`config.mk`:
```
export PLATFORM = sky130hd
export DESIGN_NAME = efl_fault_log
export DESIGN_NICKNAME = d
export VERILOG_FILES = /design/src/include/efl_pkg.sv /design/src/hw/efl_fault_log.sv /design/src/hw/efl_hold_timer.sv
export SDC_FILE = /design/constraint.sdc
export NUM_CORES = 1
export LEC_CHECK = 0
export BUFFER_PORTS_ARGS = -buffer_cell sky130_fd_sc_hd__buf_2
export CORE_ASPECT_RATIO = 0.8
export CORE_UTILIZATION = 50
export CTS_BUF_LIST = sky130_fd_sc_hd__clkbuf_4 sky130_fd_sc_hd__clkbuf_8 sky130_fd_sc_hd__clkbuf_16
export CTS_CLUSTER_DIAMETER = 60
export DETAILED_ROUTE_END_ITERATION = 10
export GPL_TIMING_DRIVEN = 0
export HOLD_SLACK_MARGIN = 0.1
export PLACE_DENSITY = 0.76
export SETUP_SLACK_MARGIN = 0.1
export SYNTH_ARGS = -nofsm -noshare
export SYNTH_HDL_FRONTEND = slang
export SYNTH_SLANG_ARGS = --single-unit
```
`constraint.sdc`:
```
create_clock -name core_clk -period 6.8 [get_ports core_clk]
set_clock_uncertainty 0.05 [all_clocks]
set_input_delay 0.34 -clock core_clk [delete_from_list [all_inputs] [get_ports core_clk]]
set_output_delay 0.34 -clock core_clk [all_outputs]
set_load 0.01 [all_outputs]
```
`src/include/efl_pkg.sv`:
```
// Purpose: shared constants for the fault log and preset block
// Assumes: 100 MHz core clock, 8-bit register channel data
// Notes:   bank and addresses are those of the register channel
package efl_pkg;

    // register channel map
    localparam logic [7:0] LOG_BANK         = 8'h44;
    localparam logic [7:0] FAULT_LOG_ADDR   = 8'h10;
    localparam logic [7:0] CAUTION_LOG_ADDR = 8'h11;
    localparam logic [7:0] TEMP_HI_ADDR     = 8'h12;
    localparam logic [7:0] TEMP_LO_ADDR     = 8'h13;
    localparam logic [7:0] UNMAPPED_DATA    = 8'h00;

    // fault log bit positions
    localparam int unsigned FAULT_SIGNAL   = 0;
    localparam int unsigned FAULT_POSITION = 1;
    localparam int unsigned FAULT_STARTUP  = 2;
    localparam int unsigned FAULT_MEMORY   = 3;
    localparam int unsigned FAULT_BATTERY  = 4;
    localparam int unsigned FAULT_MAGNET   = 5;
    localparam logic [7:0]  FAULT_USED     = 8'h3f;

    // caution log bit positions
    localparam int unsigned CAUTION_SUPPLY   = 0;
    localparam int unsigned CAUTION_NOTREADY = 1;
    localparam int unsigned CAUTION_HOT      = 2;
    localparam int unsigned CAUTION_COLD     = 3;
    localparam int unsigned CAUTION_BATTERY  = 4;
    localparam logic [7:0]  CAUTION_LATCHED  = 8'h0d;
    localparam logic [7:0]  CAUTION_USED     = 8'h1f;

    // reset values
    localparam logic [7:0] LOG_RST     = 8'h00;
    localparam logic [7:0] TEMP_HI_RST = 8'h8c;
    localparam logic [7:0] TEMP_LO_RST = 8'hd8;

    // preset pin hold times
    localparam longint unsigned CLK_HZ        = 64'd100_000_000;
    localparam longint unsigned MS_PER_S      = 64'd1000;
    localparam longint unsigned PRESET_MIN_MS = 64'd2000;
    localparam longint unsigned PRESET_MAX_MS = 64'd4000;
    localparam longint unsigned CLEAR_MIN_MS  = 64'd30000;

    typedef logic [31:0] efl_cycles_t;

    // preset least time rounds up, preset longest and clear least time round down
    localparam efl_cycles_t PRESET_MIN_CYC =
        efl_cycles_t'((PRESET_MIN_MS * CLK_HZ + MS_PER_S - 64'd1) / MS_PER_S);
    localparam efl_cycles_t PRESET_MAX_CYC =
        efl_cycles_t'((PRESET_MAX_MS * CLK_HZ) / MS_PER_S);
    localparam efl_cycles_t CLEAR_MIN_CYC =
        efl_cycles_t'((CLEAR_MIN_MS * CLK_HZ) / MS_PER_S);

endpackage

```
`src/hw/efl_fault_log.sv`:
```
// Purpose: fault and caution logging with preset pin handling
// Assumes: one clock, sensor and supply monitors give synchronous levels
// Notes:   logs reach software only over the register channel in rich mode
//
// Operation
// - preset pin low two to four seconds zeroes single and multi turn counts
// - preset pin low over thirty seconds clears all latched faults and cautions
// - preset makes the present shaft angle zero for later reports
// - preset pin high or floating is idle and does nothing
// - active-low fault and caution flags go out with every position report
// - fault log holds the cause whenever the fault flag is active
// - logs are readable only over the rich protocol register channel
// - fault log bits: signal, position, startup, memory, battery, magnet
// - caution log bits: supply, sensor not ready, hot, cold, battery early
// - hot caution when junction temperature exceeds upper limit, default 140
// - cold caution when junction temperature below lower limit, default -40
// - sensor not ready caution stands until the sensor settles
// - magnet fault when the disc is not detected
// - battery fault when backup voltage falls below the error threshold on low-power option units
// - battery early caution below warning threshold on low-power option units
// - supply caution when main supply leaves its range
// - clear command or power cycle clears fault and caution bits
// - backup loss with main power present latches the battery fault on low-power option units
// - battery early caution self-clears; battery fault stays latched
module efl_fault_log #(
    parameter int unsigned          ST_W       = 16,
    parameter int unsigned          MT_W       = 16,
    parameter efl_pkg::efl_cycles_t PRESET_MIN = efl_pkg::PRESET_MIN_CYC,
    parameter efl_pkg::efl_cycles_t PRESET_MAX = efl_pkg::PRESET_MAX_CYC,
    parameter efl_pkg::efl_cycles_t CLEAR_MIN  = efl_pkg::CLEAR_MIN_CYC
) (
    input  wire logic              core_clk,
    input  wire logic              sys_rst,
    input  wire logic              clkEn,
    // preset pin and clear command
    input  wire logic              presetPin,
    input  wire logic              clearFaultsCommand,
    // register channel
    input  wire logic              bissMode,
    input  wire logic              regReq,
    input  wire logic              regWrite,
    input  wire logic [7:0]        regBank,
    input  wire logic [7:0]        regAddr,
    input  wire logic [7:0]        regWData,
    output logic      [7:0]        regRData,
    output logic                   regAck,
    // raw position from the sensing chain
    input  wire logic [ST_W-1:0]   rawAngle,
    input  wire logic [MT_W-1:0]   rawTurns,
    // fault sources
    input  wire logic              signalFault,
    input  wire logic              positionFault,
    input  wire logic              startupFault,
    input  wire logic              memoryFault,
    input  wire logic              magnetDetected,
    // supply and backup monitors
    input  wire logic              mainSupplyInRange,
    input  wire logic              backupPresent,
    input  wire logic              backupBelowWarn,
    input  wire logic              backupBelowError,
    input  wire logic              lowPowerBackupOption,
    // temperature sensor
    input  wire logic              tempSensorReady,
    input  wire logic signed [15:0] junctionTemp,
    // position report fields
    output logic      [ST_W-1:0]   singleTurnCount,
    output logic      [MT_W-1:0]   multiTurnCount,
    output logic                   faultFlagLow,
    output logic                   cautionFlagLow
);

    typedef struct packed {
        logic            strapDone;
        logic            lowPowerOpt;
        logic [7:0]      faultLog;
        logic [7:0]      cautionLog;
        logic [7:0]      tempHi;
        logic [7:0]      tempLo;
        logic [ST_W-1:0] stOffset;
        logic [MT_W-1:0] mtOffset;
        logic [ST_W-1:0] stCount;
        logic [MT_W-1:0] mtCount;
        logic            faultFlagLow;
        logic            cautionFlagLow;
        logic [7:0]      regRData;
        logic            regAck;
    } efl_state_t;

    efl_state_t st;
    efl_state_t next_st;

    logic presetPulse;
    logic pinClearPulse;

    // idle-high pin never produces a pulse: timer only counts low cycles
    efl_hold_timer #(
        .PRESET_MIN (PRESET_MIN),
        .PRESET_MAX (PRESET_MAX),
        .CLEAR_MIN  (CLEAR_MIN)
    ) u_hold_timer (
        .core_clk    (core_clk),
        .sys_rst     (sys_rst),
        .clkEn       (clkEn),
        .presetPin   (presetPin),
        .presetPulse (presetPulse),
        .clearPulse  (pinClearPulse)
    );

    // combinational views of sources
    logic              clearAll;
    logic [7:0]        faultSet;
    logic [7:0]        cautionLatchSet;
    logic [7:0]        cautionLive;
    logic signed [15:0] hiLimit;
    logic signed [15:0] loLimit;
    logic              logBankHit;

    always_comb begin
        clearAll = clearFaultsCommand | pinClearPulse;

        // upper limit is unsigned degrees, lower limit signed degrees
        hiLimit = $signed({8'h00, st.tempHi});
        loLimit = $signed({{8{st.tempLo[7]}}, st.tempLo});

        faultSet                          = '0;
        faultSet[efl_pkg::FAULT_SIGNAL]   = signalFault;
        faultSet[efl_pkg::FAULT_POSITION] = positionFault;
        faultSet[efl_pkg::FAULT_STARTUP]  = startupFault;
        faultSet[efl_pkg::FAULT_MEMORY]   = memoryFault;
        faultSet[efl_pkg::FAULT_BATTERY]  = st.lowPowerOpt &
            (backupBelowError |
             (mainSupplyInRange & ~backupPresent));
        faultSet[efl_pkg::FAULT_MAGNET]   = ~magnetDetected;

        cautionLatchSet = '0;
        cautionLatchSet[efl_pkg::CAUTION_SUPPLY] = ~mainSupplyInRange;
        // comparisons are only trusted once the sensor has settled
        cautionLatchSet[efl_pkg::CAUTION_HOT]  =
            tempSensorReady & (junctionTemp > hiLimit);
        cautionLatchSet[efl_pkg::CAUTION_COLD] =
            tempSensorReady & (junctionTemp < loLimit);

        // live bits follow their source and need no clear
        cautionLive = '0;
        cautionLive[efl_pkg::CAUTION_NOTREADY] = ~tempSensorReady;
        cautionLive[efl_pkg::CAUTION_BATTERY]  =
            st.lowPowerOpt & backupBelowWarn;

        logBankHit = regBank == efl_pkg::LOG_BANK;
    end

    always_comb begin
        next_st        = st;
        next_st.regAck = 1'b0;

        // option strap is caught once, at the first enabled edge after reset
        if (!st.strapDone) begin
            next_st.strapDone   = 1'b1;
            next_st.lowPowerOpt = lowPowerBackupOption;
        end

        // a new cause in the clearing cycle survives the clear
        next_st.faultLog = (faultSet | (st.faultLog & ~{8{clearAll}}))
                           & efl_pkg::FAULT_USED;
        next_st.cautionLog = (((cautionLatchSet | (st.cautionLog & ~{8{clearAll}}))
                               & efl_pkg::CAUTION_LATCHED) | cautionLive)
                             & efl_pkg::CAUTION_USED;

        // flags derive from the very log value stored with them
        next_st.faultFlagLow   = ~|next_st.faultLog;
        next_st.cautionFlagLow = ~|next_st.cautionLog;

        if (presetPulse) begin
            next_st.stOffset = rawAngle;
            next_st.mtOffset = rawTurns;
        end
        // reports count from the preset point, wrapping naturally
        next_st.stCount = rawAngle - next_st.stOffset;
        next_st.mtCount = rawTurns - next_st.mtOffset;

        // plain serial mode has no register channel: requests are ignored
        if (regReq && bissMode) begin
            next_st.regAck   = 1'b1;
            next_st.regRData = efl_pkg::UNMAPPED_DATA;
            if (logBankHit) begin
                unique case (regAddr)
                    efl_pkg::FAULT_LOG_ADDR: begin
                        next_st.regRData = st.faultLog;
                    end
                    efl_pkg::CAUTION_LOG_ADDR: begin
                        next_st.regRData = st.cautionLog;
                    end
                    efl_pkg::TEMP_HI_ADDR: begin
                        next_st.regRData = st.tempHi;
                        // limits are frozen while the sensor is unsettled
                        if (regWrite && tempSensorReady) begin
                            next_st.tempHi = regWData;
                        end
                    end
                    efl_pkg::TEMP_LO_ADDR: begin
                        next_st.regRData = st.tempLo;
                        if (regWrite && tempSensorReady) begin
                            next_st.tempLo = regWData;
                        end
                    end
                    default: begin
                        next_st.regRData = efl_pkg::UNMAPPED_DATA;
                    end
                endcase
            end
        end
    end

    always_ff @(posedge core_clk or posedge sys_rst) begin
        if (sys_rst) begin
            // power cycle leaves both logs empty
            st                <= '0;
            st.faultLog       <= efl_pkg::LOG_RST;
            st.cautionLog     <= efl_pkg::LOG_RST;
            st.tempHi         <= efl_pkg::TEMP_HI_RST;
            st.tempLo         <= efl_pkg::TEMP_LO_RST;
            st.faultFlagLow   <= 1'b1;
            st.cautionFlagLow <= 1'b1;
        end else if (clkEn) begin
            st <= next_st;
        end
    end

    // position report fields, flags travel with them
    assign singleTurnCount = st.stCount;
    assign multiTurnCount  = st.mtCount;
    assign faultFlagLow    = st.faultFlagLow;
    assign cautionFlagLow  = st.cautionFlagLow;
    assign regRData        = st.regRData;
    assign regAck          = st.regAck;

endmodule // efl_fault_log

```
`src/hw/efl_hold_timer.sv`:
```
// Purpose: times how long the preset pin is held low
// Assumes: pin is synchronous to core_clk, high or floating means idle
// Notes:   decides only on release, so a long hold never presets on its way
module efl_hold_timer #(
    parameter efl_pkg::efl_cycles_t PRESET_MIN = efl_pkg::PRESET_MIN_CYC,
    parameter efl_pkg::efl_cycles_t PRESET_MAX = efl_pkg::PRESET_MAX_CYC,
    parameter efl_pkg::efl_cycles_t CLEAR_MIN  = efl_pkg::CLEAR_MIN_CYC
) (
    input  wire logic core_clk,
    input  wire logic sys_rst,
    input  wire logic clkEn,
    input  wire logic presetPin,
    output logic      presetPulse,
    output logic      clearPulse
);

    typedef struct packed {
        efl_pkg::efl_cycles_t lowCount;
        logic                 held;
        logic                 presetPulse;
        logic                 clearPulse;
    } efl_timer_t;

    efl_timer_t st;
    efl_timer_t next_st;

    always_comb begin
        next_st             = st;
        next_st.presetPulse = 1'b0;
        next_st.clearPulse  = 1'b0;
        if (!presetPin) begin
            next_st.held = 1'b1;
            // saturate so a very long hold still reads as long
            if (st.lowCount != '1) begin
                next_st.lowCount = st.lowCount + 32'h1;
            end
        end else begin
            next_st.held     = 1'b0;
            next_st.lowCount = '0;
            if (st.held) begin
                next_st.presetPulse = (st.lowCount >= PRESET_MIN) &&
                                      (st.lowCount <= PRESET_MAX);
                next_st.clearPulse  = st.lowCount > CLEAR_MIN;
            end
        end
    end

    always_ff @(posedge core_clk or posedge sys_rst) begin
        if (sys_rst) begin
            st <= '0;
        end else if (clkEn) begin
            st <= next_st;
        end
    end

    assign presetPulse = st.presetPulse;
    assign clearPulse  = st.clearPulse;

endmodule // efl_hold_timer

```
Word-level counts from Yosys, hierarchy flattened
Cells that the tools add are included.

Bits in registers: 139. Bits of input ports: 91. Output and inout bits: 43.

Add/sub/neg operators: 3. $lt $le $gt $ge: 5. Equality and inequality tests: 6. Muxes and demuxes: 8. Bitwise logic cells: 18. Reduce and logical (&&, ||, !) cells: 13.

Operators with widths (number): $mux W32 (2); $mux W33 (1); $add A32 B1 Y32 const B (1); $eq A8 B5 Y1 const B (4); $ge A32 B28 Y1 const B (1); $gt A32 B32 Y1 const B (1); $le A32 B29 Y1 const B (1); $ne A32 B32 Y1 const B (1); $pmux W8 S4 (1); $sub A16 B16 Y16 (2); $gt A16 B9 Y1 (1); $lt A16 B8 Y1 (1); $reduce_and A5 Y1 (2); $eq A8 B7 Y1 const B (1); $mux W8 (1); $and A6 B6 Y6 (1); $not A6 Y6 (1); $or A6 B6 Y6 (1); $reduce_and A2 Y1 (3); $reduce_or A6 Y1 (1); $and A1 B1 Y1 (5); $not A1 Y1 (5); $or A4 B5 Y5 (1); $reduce_or A5 Y1 (1); 8 further kinds (13).

Longest topological paths before layout
Gate-level depths: netlist (run 1).

Depth in word-level cells: 7. Depth in mapped cells: 11. Mapped depth without buffers: 9.

By module
Synthesis (run 1) repeated with hierarchy kept, for this count alone.

Cells, all modules: 926. Area, all modules: 9073.7 um^2.

By module, submodules not included: efl_fault_log (instances 1, cells an instance 642, area an instance 6750.2 um^2, seq. area each 2613.8 um^2); efl_hold_timer (instances 1, cells an instance 284, area an instance 2323.5 um^2, seq. area each 875.8 um^2).

Worst setup path before layout (run 1)
No wires, ideal clock.

Kind: flip-flop to flip-flop. From: register u_hold_timer.st, in the netlist u_hold_timer.presetPulse. To: register st, in the netlist singleTurnCount[10]. Library setup time: 0.125 ns. Arrival: 2.882 ns. Required time: 6.625 ns. Path slack: 3.743 ns. Cell stages (with the launch flop): 11. Path buffers: 2. Period minus slack after synthesis: 3.057 ns. Path through: dfrtp_1 -> clkbuf_1 -> clkbuf_1 -> mux2i_1 -> ha_1 -> nor2b_1 -> o31a_1 -> o221a_2 -> a311o_1 -> xor2_1 -> mux2_2.

Cells in the longest elaborated chain, start to end: 2.

Ends and longest elaborated chain: from (decl) (RTL line efl_hold_timer.sv:24) `efl_timer_t st;`; from (signal assigned) (RTL line efl_hold_timer.sv:52) `st <= next_st;`; $mux W32 (RTL line efl_fault_log.sv:173) `if (presetPulse) begin`; $sub A16 B16 Y16 (RTL line efl_fault_log.sv:178) `next_st.stCount = rawAngle - next_st.stOffset;`; to (signal assigned) (RTL line efl_fault_log.sv:225) `st <= next_st;`; to (decl) (RTL line efl_fault_log.sv:89) `efl_state_t st;`.

Every way passes these cells. A chain may end at the register's enable or synchronous reset.

Final worst setup path (run 1)
From: register u_hold_timer.st, in the netlist u_hold_timer.presetPulse. To: register st, in the netlist singleTurnCount[11].

Same word-level chain as after synthesis.

==> results of run 1 <==
flip-flops by register name, indices dropped and copies added, names as in the netlist:
register                  cells
cautionFlagLow                1
faultFlagLow                  1
hiLimit                       8
loLimit                       8
multiTurnCount               16
regAck                        1
regRData                      8
singleTurnCount              16
st                           45
u_hold_timer.clearPulse       1
u_hold_timer.presetPulse      1
u_hold_timer.st              33
cell usage after synthesis (4+ instances only):
| cell type | n |
|---|---|
| or2_2 | 5 |
| nor2_1 | 48 |
| or3_1 | 12 |
| nand3_1 | 24 |
| ha_1 | 55 |
| nand2_1 | 81 |
| nand4_1 | 24 |
| nand2b_1 | 7 |
| inv_1 | 37 |
| o211ai_1 | 7 |
| o2bb2ai_1 | 6 |
| o31ai_1 | 8 |
| xnor2_1 | 20 |
| dfrtp_1 | 130 |
| clkbuf_1 | 23 |
| nor4_1 | 8 |
| and3_2 | 4 |
| nand4b_1 | 4 |
| xor2_1 | 20 |
| mux2i_1 | 38 |
| a21o_1 | 8 |
| and3_1 | 9 |
| a22o_1 | 6 |
| o21ai_0 | 67 |
| dfstp_2 | 9 |
| o21a_1 | 16 |
| nor3_1 | 19 |
| a211oi_1 | 5 |
| a31oi_1 | 7 |
| mux2_2 | 45 |
| nor2b_1 | 9 |
| a21oi_1 | 35 |
| a22oi_1 | 6 |
| buf_4 | 42 |
cells by family after synthesis:
kind of cell | count (synthesis) | share of synthesized area
fa+ha+maj | 57 | 0.0817
xor+xnor | 40 | 0.0393
simple gates | 289 | 0.177
compound gates | 200 | 0.144
buf+inv | 108 | 0.0658
mux | 84 | 0.101
flops | 139 | 0.391
metrics by stage:
stage | cell area (µm²) | power, mW | std cells | worst slack [ns] | utilization
after detailed placement | 9900 | 1.22 | 1276 | 3.10 | 0.570
after floorplan | 8920 | 1.10 | 917 | 2.70 | -
after global placement | 9870 | 1.21 | 1275 | 1.05 | 0.568
after CTS | 10600 | 2.11 | 1320 | 3.07 | 0.609
after global routing | 10600 | 2.18 | 1320 | 2.81 | 0.609
final | 10600 | 2.10 | 1320 | 3.03 | 0.609
final timing paths:
check | startpoint | endpoint | slack, ns | depth (start not counted)
max reg2reg | u_hold_timer.presetPulse$_DFFE_PP0P_ | singleTurnCount[11]$_DFFE_PP0P_ | 3.03 | 10
max in group asynchronous | sys_rst | st[74]$_DFFE_PP0P_ | 5.39 | 4
min in group asynchronous | sys_rst | regRData[3]$_DFFE_PP0P_ | 0.49 | 3
min reg2reg | cautionFlagLow$_DFFE_PP1P_ | cautionFlagLow$_DFFE_PP1P_ | 0.43 | 1
max | u_hold_timer.presetPulse$_DFFE_PP0P_ | singleTurnCount[11]$_DFFE_PP0P_ | 3.03 | 10
min | positionFault | st[100]$_DFFE_PP0P_ | 0.12 | 2
area by class of cell:
class                      instances  area [µm²]  area share
buffer                            71         448      0.0424
tap                              225         282      0.0266
timing repair buffer             146         813      0.0769
clock inverter                    15         133      0.0125
clock buffer                      17         425      0.0402
multi-input combinational        670        4840       0.458
sequential                       139        3490       0.330
inverter                          37         144      0.0136
power breakdown:
part | internal, mW | total (mW) | switching, mW
logic | 0.153 | 0.319 | 0.166
clock network | 0.478 | 0.882 | 0.404
registers | 0.867 | 0.896 | 0.0291
total | 1.50 | 2.10 | 0.599
per-layer routing:
metal	share of wire	wire (µm)
met4	0.0056	122
met3	0.063	1380
met5	0.00046	10
met2	0.46	10000
met1	0.47	10400
timing repair:
item / CTS / global route
buffers inserted: 0 / 0
hold buffers: 12 / 0
gates resized for setup: 0 / 0
endpoints found under the hold margin: 68 / 0
==> run metrics, run 1 <==
die span in y between 100 and 150 µm; Max-Cap Viols 0; Startpoint Class register; Seq/Total Area, Yosys 0.391; data required time of the worst path 7.06 ns; layout cells sized above 1 0.273; Initial Utilization 0.513; RSZ-0062 raised after global routing false; setup TNS 0 ns; #FFs+latches synth 139; cell count after synthesis 917; antenna-violating nets left 0; WL/cell 16.6 µm; Setup Viol. Count Final 0; Hold Path Class input pin to register; FP Rows 43; CTS tree built; vias post-DR 7441; I/O pin count 134; met1 Track Usage GR 0.353; CP arrival a little over 4 ns; total CTS buffers 17; worst skew pair latency 0.43 ns; CP max stage delay about 0.62 ns; Pwr per Cell Area 198 nW/µm²; # fillers 1486; Final GP Congestion between 0.9 and 1; number of flops mapped to enable cells by yosys 0; GR Util met2 0.389; met3 usage 0.0628; most frequent cells in the layout 134 x buf_2, 130 x dfrtp_1, 81 x nand2_1; CORE AREA 17400 µm²; synth unique cells 83; Synth Flop Type dfrtp_1; NumNets Final 1230; busiest grt layer met2; worst-margin pin slew 0.843 ns; syn_nets 1065; Mean Syn Cell Area between 9 and 10 µm²; Critical Path Fanout Max 10; CP cell instances clkbuf_1 > clkbuf_1 > mux2i_1 > ha_1 > nor2b_1 > o31ai_1 > a21oi_1 > a31oi_1 > xnor2_1 > mux2_2; global-route wire length before repair 35.2 mm; synthesis-to-finish area growth 18.6%; clock slew at reported path FFs 0.07 ns; CP delay by family, top compound AO/OA/AOI/OAI gates; Hold Vio Cnt, Final 0; n_diodes 0; DRT iter0 DRCs 543; largest net degree at the start of global routing 83; worst IR drop on VDD around 0.0002 V; Port Buffers 133; CTS max path bufs 2; H-tree depth 4; CP Buf/Inv Count 2; critical path class register to register; total grt overflow 0; asr flop ratio synth 1.00; Final HPWL DP 16.1 mm; total clock sinks 139; Die Width 151 µm; Max Clock Freq ~0.27 GHz; Leak Pwr just under 5 nW; Min Hold Slack ~0.12 ns; gr usage total 0.249; Avg Vias per Cell 5.64; YS warnings 0; Synth top area share 0.365; Max Slew Vio Count 0; DRC 0; crit end category register; total wire length 21.9 mm; status completed; die area ~18000 µm²; largest cells by area after synthesis dfrtp_1 36%, ha_1 7.7%, mux2_2 5.7%, mux2i_1 4.3%, o21ai_0 3.8%; Slowest cell on crit path clkbuf_1; first-pass detailed-route iteration total 5; Clock Root Buffer clkbuf_16; crit path time final 3.77 ns; slew margin rel. 0.438; initial antenna violation count 1; commonest non-fill, non-tap cell in the layout buf_2; Cell Area, Synth 8920 µm²; top cell type by total area after synthesis dfrtp_1; cell repeated most along the worst path clkbuf_1; vias in the first global route 7011; post-route clock period utilization 0.554
(Power assumes the default switching activity.)
==> run 2, diff against run 1 <==
- ABC_AREA: default -> 1
- PLACE_DENSITY: 0.76 -> 0.79
- clock period: 6.8 -> 3.2 ns (I/O delays scaled with it)
==> run 2 against run 1 <==
  * Non-clock buffer count increased by 48
  * Sequential cell count unchanged
  * Largest power group unchanged
  * Final area increased by 11%
  * Critical endpoint is now multiTurnCount[10]$_DFFE_PP0P_
  * Power increased to 2.9 times the previous value
  * Die area increased by 6.0%
==> run metrics, run 2 <==
worst skew pair latency 0.43 ns; DRT iter0 DRCs 813; Max Slew Vio Count 0; Startpoint Class register; layout cells sized above 1 0.177; Pwr per Cell Area 514 nW/µm²; commonest non-fill, non-tap cell in the layout nand2_1; FP Rows 44; global-route wire length before repair 45.0 mm; worst-margin pin slew 0.794 ns; syn_nets 1448; clock slew at reported path FFs ~0.060 ns; Setup Viol. Count Final 0; CTS tree built; number of flops mapped to enable cells by yosys 0; Max-Cap Viols 0; Post-CTS Setup Bufs 0; H-tree depth 4; Cell Area, Synth roughly 9500 µm²; Synth top area share 0.344; largest net degree at the start of global routing 33; Synth Flop Type dfrtp_1; first-pass detailed-route iteration total 6; vias post-DR 9582; Slowest cell on crit path dfrtp_1; post-route clock period utilization 0.883; top cell type by total area after synthesis dfrtp_1; I/O pin count between 100 and 150; initial antenna violation count 0; critical path class register to register; Hold Vio Cnt, Final 0; die span in y 125 µm; total wire length 27.6 mm; Largest Register st; crit end category register; Min Hold Slack 0.117 ns; CORE AREA 18300 µm²; CP cell instances clkbuf_2 > clkbuf_2 > buf_2 > nand2_1 > o21ai_0 > ha_1 > a21oi_1 > o21ai_0 > nand2_1 > nand2_1 > nand3_1 > nand2_1 > or2_2 > nand3_1 > nand2_1; Clock Root Buffer clkbuf_16; most frequent cells in the layout 332 x nand2_1, 157 x inv_1, 138 x buf_2; CP max stage delay 0.33 ns; n_diodes 0; total clock sinks 139; CP delay by family, top simple AND/OR/NAND/NOR gates; asr flop ratio synth 1.00; Seq/Total Area, Yosys 0.369; setup TNS 0 ns; largest cells by area after synthesis dfrtp_1 34%, nand2_1 13%, ha_1 7.3%, o21ai_0 7.0%, inv_1 6.3%; Mean Syn Cell Area slightly above 7 µm²; #FFs+latches synth 139; cell count after synthesis 1300; Hold Path Class input pin to register; RSZ-0062 raised after global routing false; worst IR drop on VDD 0.000332 V; synth unique cells 50; gr usage total 0.292; total grt overflow 0; data required time of the worst path 3.47 ns; Critical Path Fanout Max 10; Cell Count, Final, Fillers Out around 1.8k; total CTS buffers 17; synthesis-to-finish area growth 24.0%; Power Total 6.03 mW; CP Buf/Inv Count 3; antenna-violating nets left 0; Avg Vias per Cell approximately 5.4; biggest regs st x45, u_hold_timer.st x33; cell repeated most along the worst path nand2_1; YS warnings 0; CTS max path bufs 2; status completed; Leak Pwr between 5 and 6 nW; dpl cells 1689; die area just under 20000 µm²; slew margin rel. 0.469; Max Clock Freq 0.354 GHz; crit path time final 2.83 ns; Final HPWL DP 20.9 mm; WL/cell 15.6 µm; Final GP Congestion 0.980; Initial Utilization 0.516; count leader, synth nand2_1; vias in the first global route 9048; Port Buffers 132; max reg flops 45; commonest cells in the netlist 332 x nand2_1, 158 x inv_1, 133 x o21ai_0; DRC 0; Die Width 156 µm; NumNets Final about 1.7k; CP arrival a little over 3 ns
## run 2: changes by cell type in the layout (fill, tap and decap cells not counted), sizes merged, moves of 13 or more
cell	change
inv	+120
o21ai	+87
mux2	-46
a21oi	+24
nand3	+48
dlygate4sd3	+43
nor2	+38
mux2i	-38
and3	-13
nand2	+261
## run 2: kinds of logic after synthesis
kind of cell    Yosys count  synth area share
simple gates            586             0.273
buf+inv                 237             0.114
compound gates          263             0.151
fa+ha+maj                57            0.0770
flops                   139             0.369
xor+xnor                 18            0.0167
## run 2: area by class of cell
cell class | instances | area [µm²]
clock inverter | 8 | 131
timing repair buffer | 191 | 1290
fill | 1582 | 6610
clock buffer | 24 | 509
inverter | 163 | 616
buffer | 74 | 469
sequential | 139 | 3490
multi-input combinational | 924 | 4900
tap | 253 | 317
## run 2: tightest hold or removal path: cells and delay by family
kind	cells	cell delay, ns
AO/OA/AOI/OAI	1	0.10
buffers and inverters	2	0.29
## run 2: layer usage
layer,GRT usage,vias to the layer above,share of wire
met5,0,-,0
met4,0.0813,0,0.021
met3,0.0537,48,0.073
met2,0.466,372,0.45
met1,0.406,4467,0.46
li1,-,4695,-
## run 2: power by group
group / total (mW) / switching [mW] / internal [mW]
Combinational: 1.74 / 0.961 / 0.780
Clock: 2.14 / 0.789 / 1.35
Sequential: 2.15 / 0.149 / 2.00
Total: 6.03 / 1.90 / 4.13
## run 2: worst paths after layout
path	start	to	slack, ns	depth (start not counted)
worst max-delay path	u_hold_timer.presetPulse$_DFFE_PP0P_	multiTurnCount[10]$_DFFE_PP0P_	0.37	15
worst max register to register	u_hold_timer.presetPulse$_DFFE_PP0P_	multiTurnCount[10]$_DFFE_PP0P_	0.37	15
max in group asynchronous	sys_rst	u_hold_timer.st[33]$_DFFE_PP0P_	2.06	5
worst min-delay path	clkEn	singleTurnCount[11]$_DFFE_PP0P_	0.12	3
min in group asynchronous	sys_rst	singleTurnCount[8]$_DFFE_PP0P_	0.28	3
worst min register to register	cautionFlagLow$_DFFE_PP1P_	cautionFlagLow$_DFFE_PP1P_	0.42	2
## run 2: metrics by stage
stage               utilization  setup slack [ns]  instance area [µm²]
floorplan                     -             0.589                 9460
global placement          0.569           -0.0542                10400
detailed placement        0.574           -0.0951                10500
CTS                       0.639             0.207                11700
global route              0.640             0.132                11700
finish                    0.640             0.374                11700
## run 2: what timing repair did
item / CTS / global route
hold buffers: 55 / 0
gates resized for setup: 3 / 8
endpoints found under the hold margin: 129 / 0
setup endpoints to repair: 12 / 15
==> run 3, diff against run 2 <==
- ABC_AREA: 1 -> default
- PLACE_DENSITY: 0.79 -> 0.76
- clock period: 3.2 -> 2.9 ns (I/O delays scaled with it)
==> run 3 against run 2 <==
  * First-iteration DRC count shrank 37%
  * Non-clock buffer count up 19
  * Sequential power down 2%
  * Combinational power fell by 51%
  * Global-route usage is 3.7 points lower
  * Register-to-register slack lost 0.28 ns
  * Die area shrank 5.6%
  * Power fell by 16%
  * Worst setup slack got worse by 0.28 ns
  * Clock-buffer cell count fell by 6
  * Final area shrank 2.6%
  * Via count down 18%
  * Largest cell class unchanged
  * Largest power group is now the clock network
==> run metrics, run 3 (synthesized netlist as in run 1, its figures left out) <==
status completed; Slowest cell on crit path dfrtp_1; most frequent cells in the layout 134 x buf_2, 130 x dfrtp_1, 81 x nand2_1; RSZ-0062 raised after global routing true; Avg Vias per Cell ~5.6; biggest regs st x45, u_hold_timer.st x33; n_diodes 0; # fillers between 1k and 1.5k; final core utilization 0.657; Largest Register st; H-tree depth 4; CORE AREA 17400 µm²; commonest non-fill, non-tap cell in the layout buf_2; Seq pwr share 0.415; Initial Utilization 0.513; Min Hold Slack 0.108 ns; Final GP Congestion 0.896; first-pass detailed-route iteration total 5; WL/cell 16.6 µm; layout cells sized above 1 0.297; synthesis-to-finish area growth 28.1%; worst-margin pin slew 0.799 ns; global-route wire length before repair 36.2 mm; worst IR drop on VDD 0.000417 V; Hold Vio Cnt, Final 0; CP arrival 3.09 ns; Max Slew Vio Count 0; hold path cells 4; setup TNS 0 ns; Clock Root Buffer clkbuf_16; DRT iter0 DRCs between 500 and 600; total wire length 23.1 mm; crit end category register; worst r2r path cells 11; post-route clock period utilization 0.969; Hold Path Class input pin to register; Logic pwr share 0.167; CP cell instances buf_8 > clkbuf_16 > mux2_4 > ha_4 > fa_2 > nor2b_4 > o31ai_4 > a211o_1 > a31oi_2 > nor3_1 > o31ai_1; CTS tree built; switching share of power 0.277; CP max stage delay slightly below 0.4 ns; CTS max path bufs 2; Max Clock Freq 0.356 GHz; Setup Viol. Count Final 0; Leak Pwr 5.28 nW; antenna-violating nets left 0; gr usage total 0.255; Critical Path Fanout Max 8; vias in the first global route 7284; DRC 0; NetSw 1.41 mW; Die Width 151 µm; slew margin rel. 0.468; Max-Cap Viols 0; total grt overflow 0; total clock sinks 139; critical path class register to register; vias post-DR 7828; Post-Place Worst Slack -0.177 ns; total CTS buffers 17; die span in y 121 µm; NumNets Final 1297; largest net degree at the start of global routing 44; data required time of the worst path 3.18 ns; Port Buffers 133; Pint 3.66 mW; worst skew pair latency around 0.43 ns; FP Rows 43; initial antenna violation count 0; clock slew at reported path FFs 0.06 ns; die area 18400 µm²; post-route setup slack 0.0889 ns; clock power share 0.419; max reg flops 45; I/O pin count 134; crit path time final 2.81 ns; Pwr per Cell Area between 400 and 500 nW/µm²; Startpoint Class register; Final HPWL DP 16.1 mm
-- run 3: repair_timing --
item | CTS | global route
endpoints found under the hold margin | 95 | 0
pin swaps | 5 | 10
setup buffers | 9 | 11
setup endpoints to repair | 15 | 18
gates resized for setup | 14 | 25
hold buffers | 57 | 0
-- run 3: path summary, 6_finish.rpt --
check	from	end	slack, ns
worst max-delay path	u_hold_timer.presetPulse$_DFFE_PP0P_	multiTurnCount[12]$_DFFE_PP0P_	0.09
worst min-delay path	junctionTemp[15]	cautionFlagLow$_DFFE_PP1P_	0.11
worst max register to register	u_hold_timer.presetPulse$_DFFE_PP0P_	multiTurnCount[12]$_DFFE_PP0P_	0.09
worst min register to register	regRData[7]$_DFFE_PP0P_	regRData[7]$_DFFE_PP0P_	0.43
max in group asynchronous	sys_rst	hiLimit[3]$_DFFE_PP1P_	1.71
min in group asynchronous	sys_rst	multiTurnCount[6]$_DFFE_PP0P_	0.35
-- run 3: routing by layer --
layer  share of wire  up-vias  GRT usage  wire length [µm]
met3           0.059       25     0.0492              1360
met1            0.46     3771      0.357             10700
met4           0.011        0     0.0606               261
met2            0.47      251      0.405             10800
met5               0        -          0                 0
li1                -     3781          -                 -
-- run 3: critical path: cells and delay by family, from the launching register on --
| kind | cells | cell delay, ns |
|---|---|---|
| and+or+nand+nor | 2 | 0.23 |
| DFF | 1 | 0.39 |
| AOI/OAI and AO/OA | 4 | 0.85 |
| muxes | 1 | 0.33 |
| buffers and inverters | 2 | 0.30 |
| adders and majority gates | 2 | 0.56 |
-- run 3: layout make-up --
class                   instances  area [µm²]  area share
plain buffers                  71         499      0.0437
clock buffers                  18         433      0.0379
clock inverters                14         140      0.0123
inverters                      37         143      0.0125
multi-input cells             670        4990       0.437
flip-flops and latches        139        3490       0.305
well taps                     225         282      0.0246
repair buffers                213        1450       0.127
-- run 3: power by group through the flow --
stage               logic, mW  registers (mW)  clock network, mW
floorplan               0.477            2.11                  0
global placement        0.715            2.13                  0
detailed placement      0.739            2.13                  0
CTS                     0.814            2.10               2.14
global route            0.925            2.11               2.23
finish                  0.845            2.10               2.12
-- run 3: metrics by stage --
step | power [mW] | cells | cell area (µm²)
3_5_place_dp | 2.87 | 1278 | 9940
2_1_floorplan | 2.59 | 917 | 8940
6_report | 5.07 | 1387 | 11400
4_1_cts | 5.05 | 1376 | 11200
3_3_place_gp | 2.85 | 1275 | 9880
5_1_grt | 5.27 | 1387 | 11400
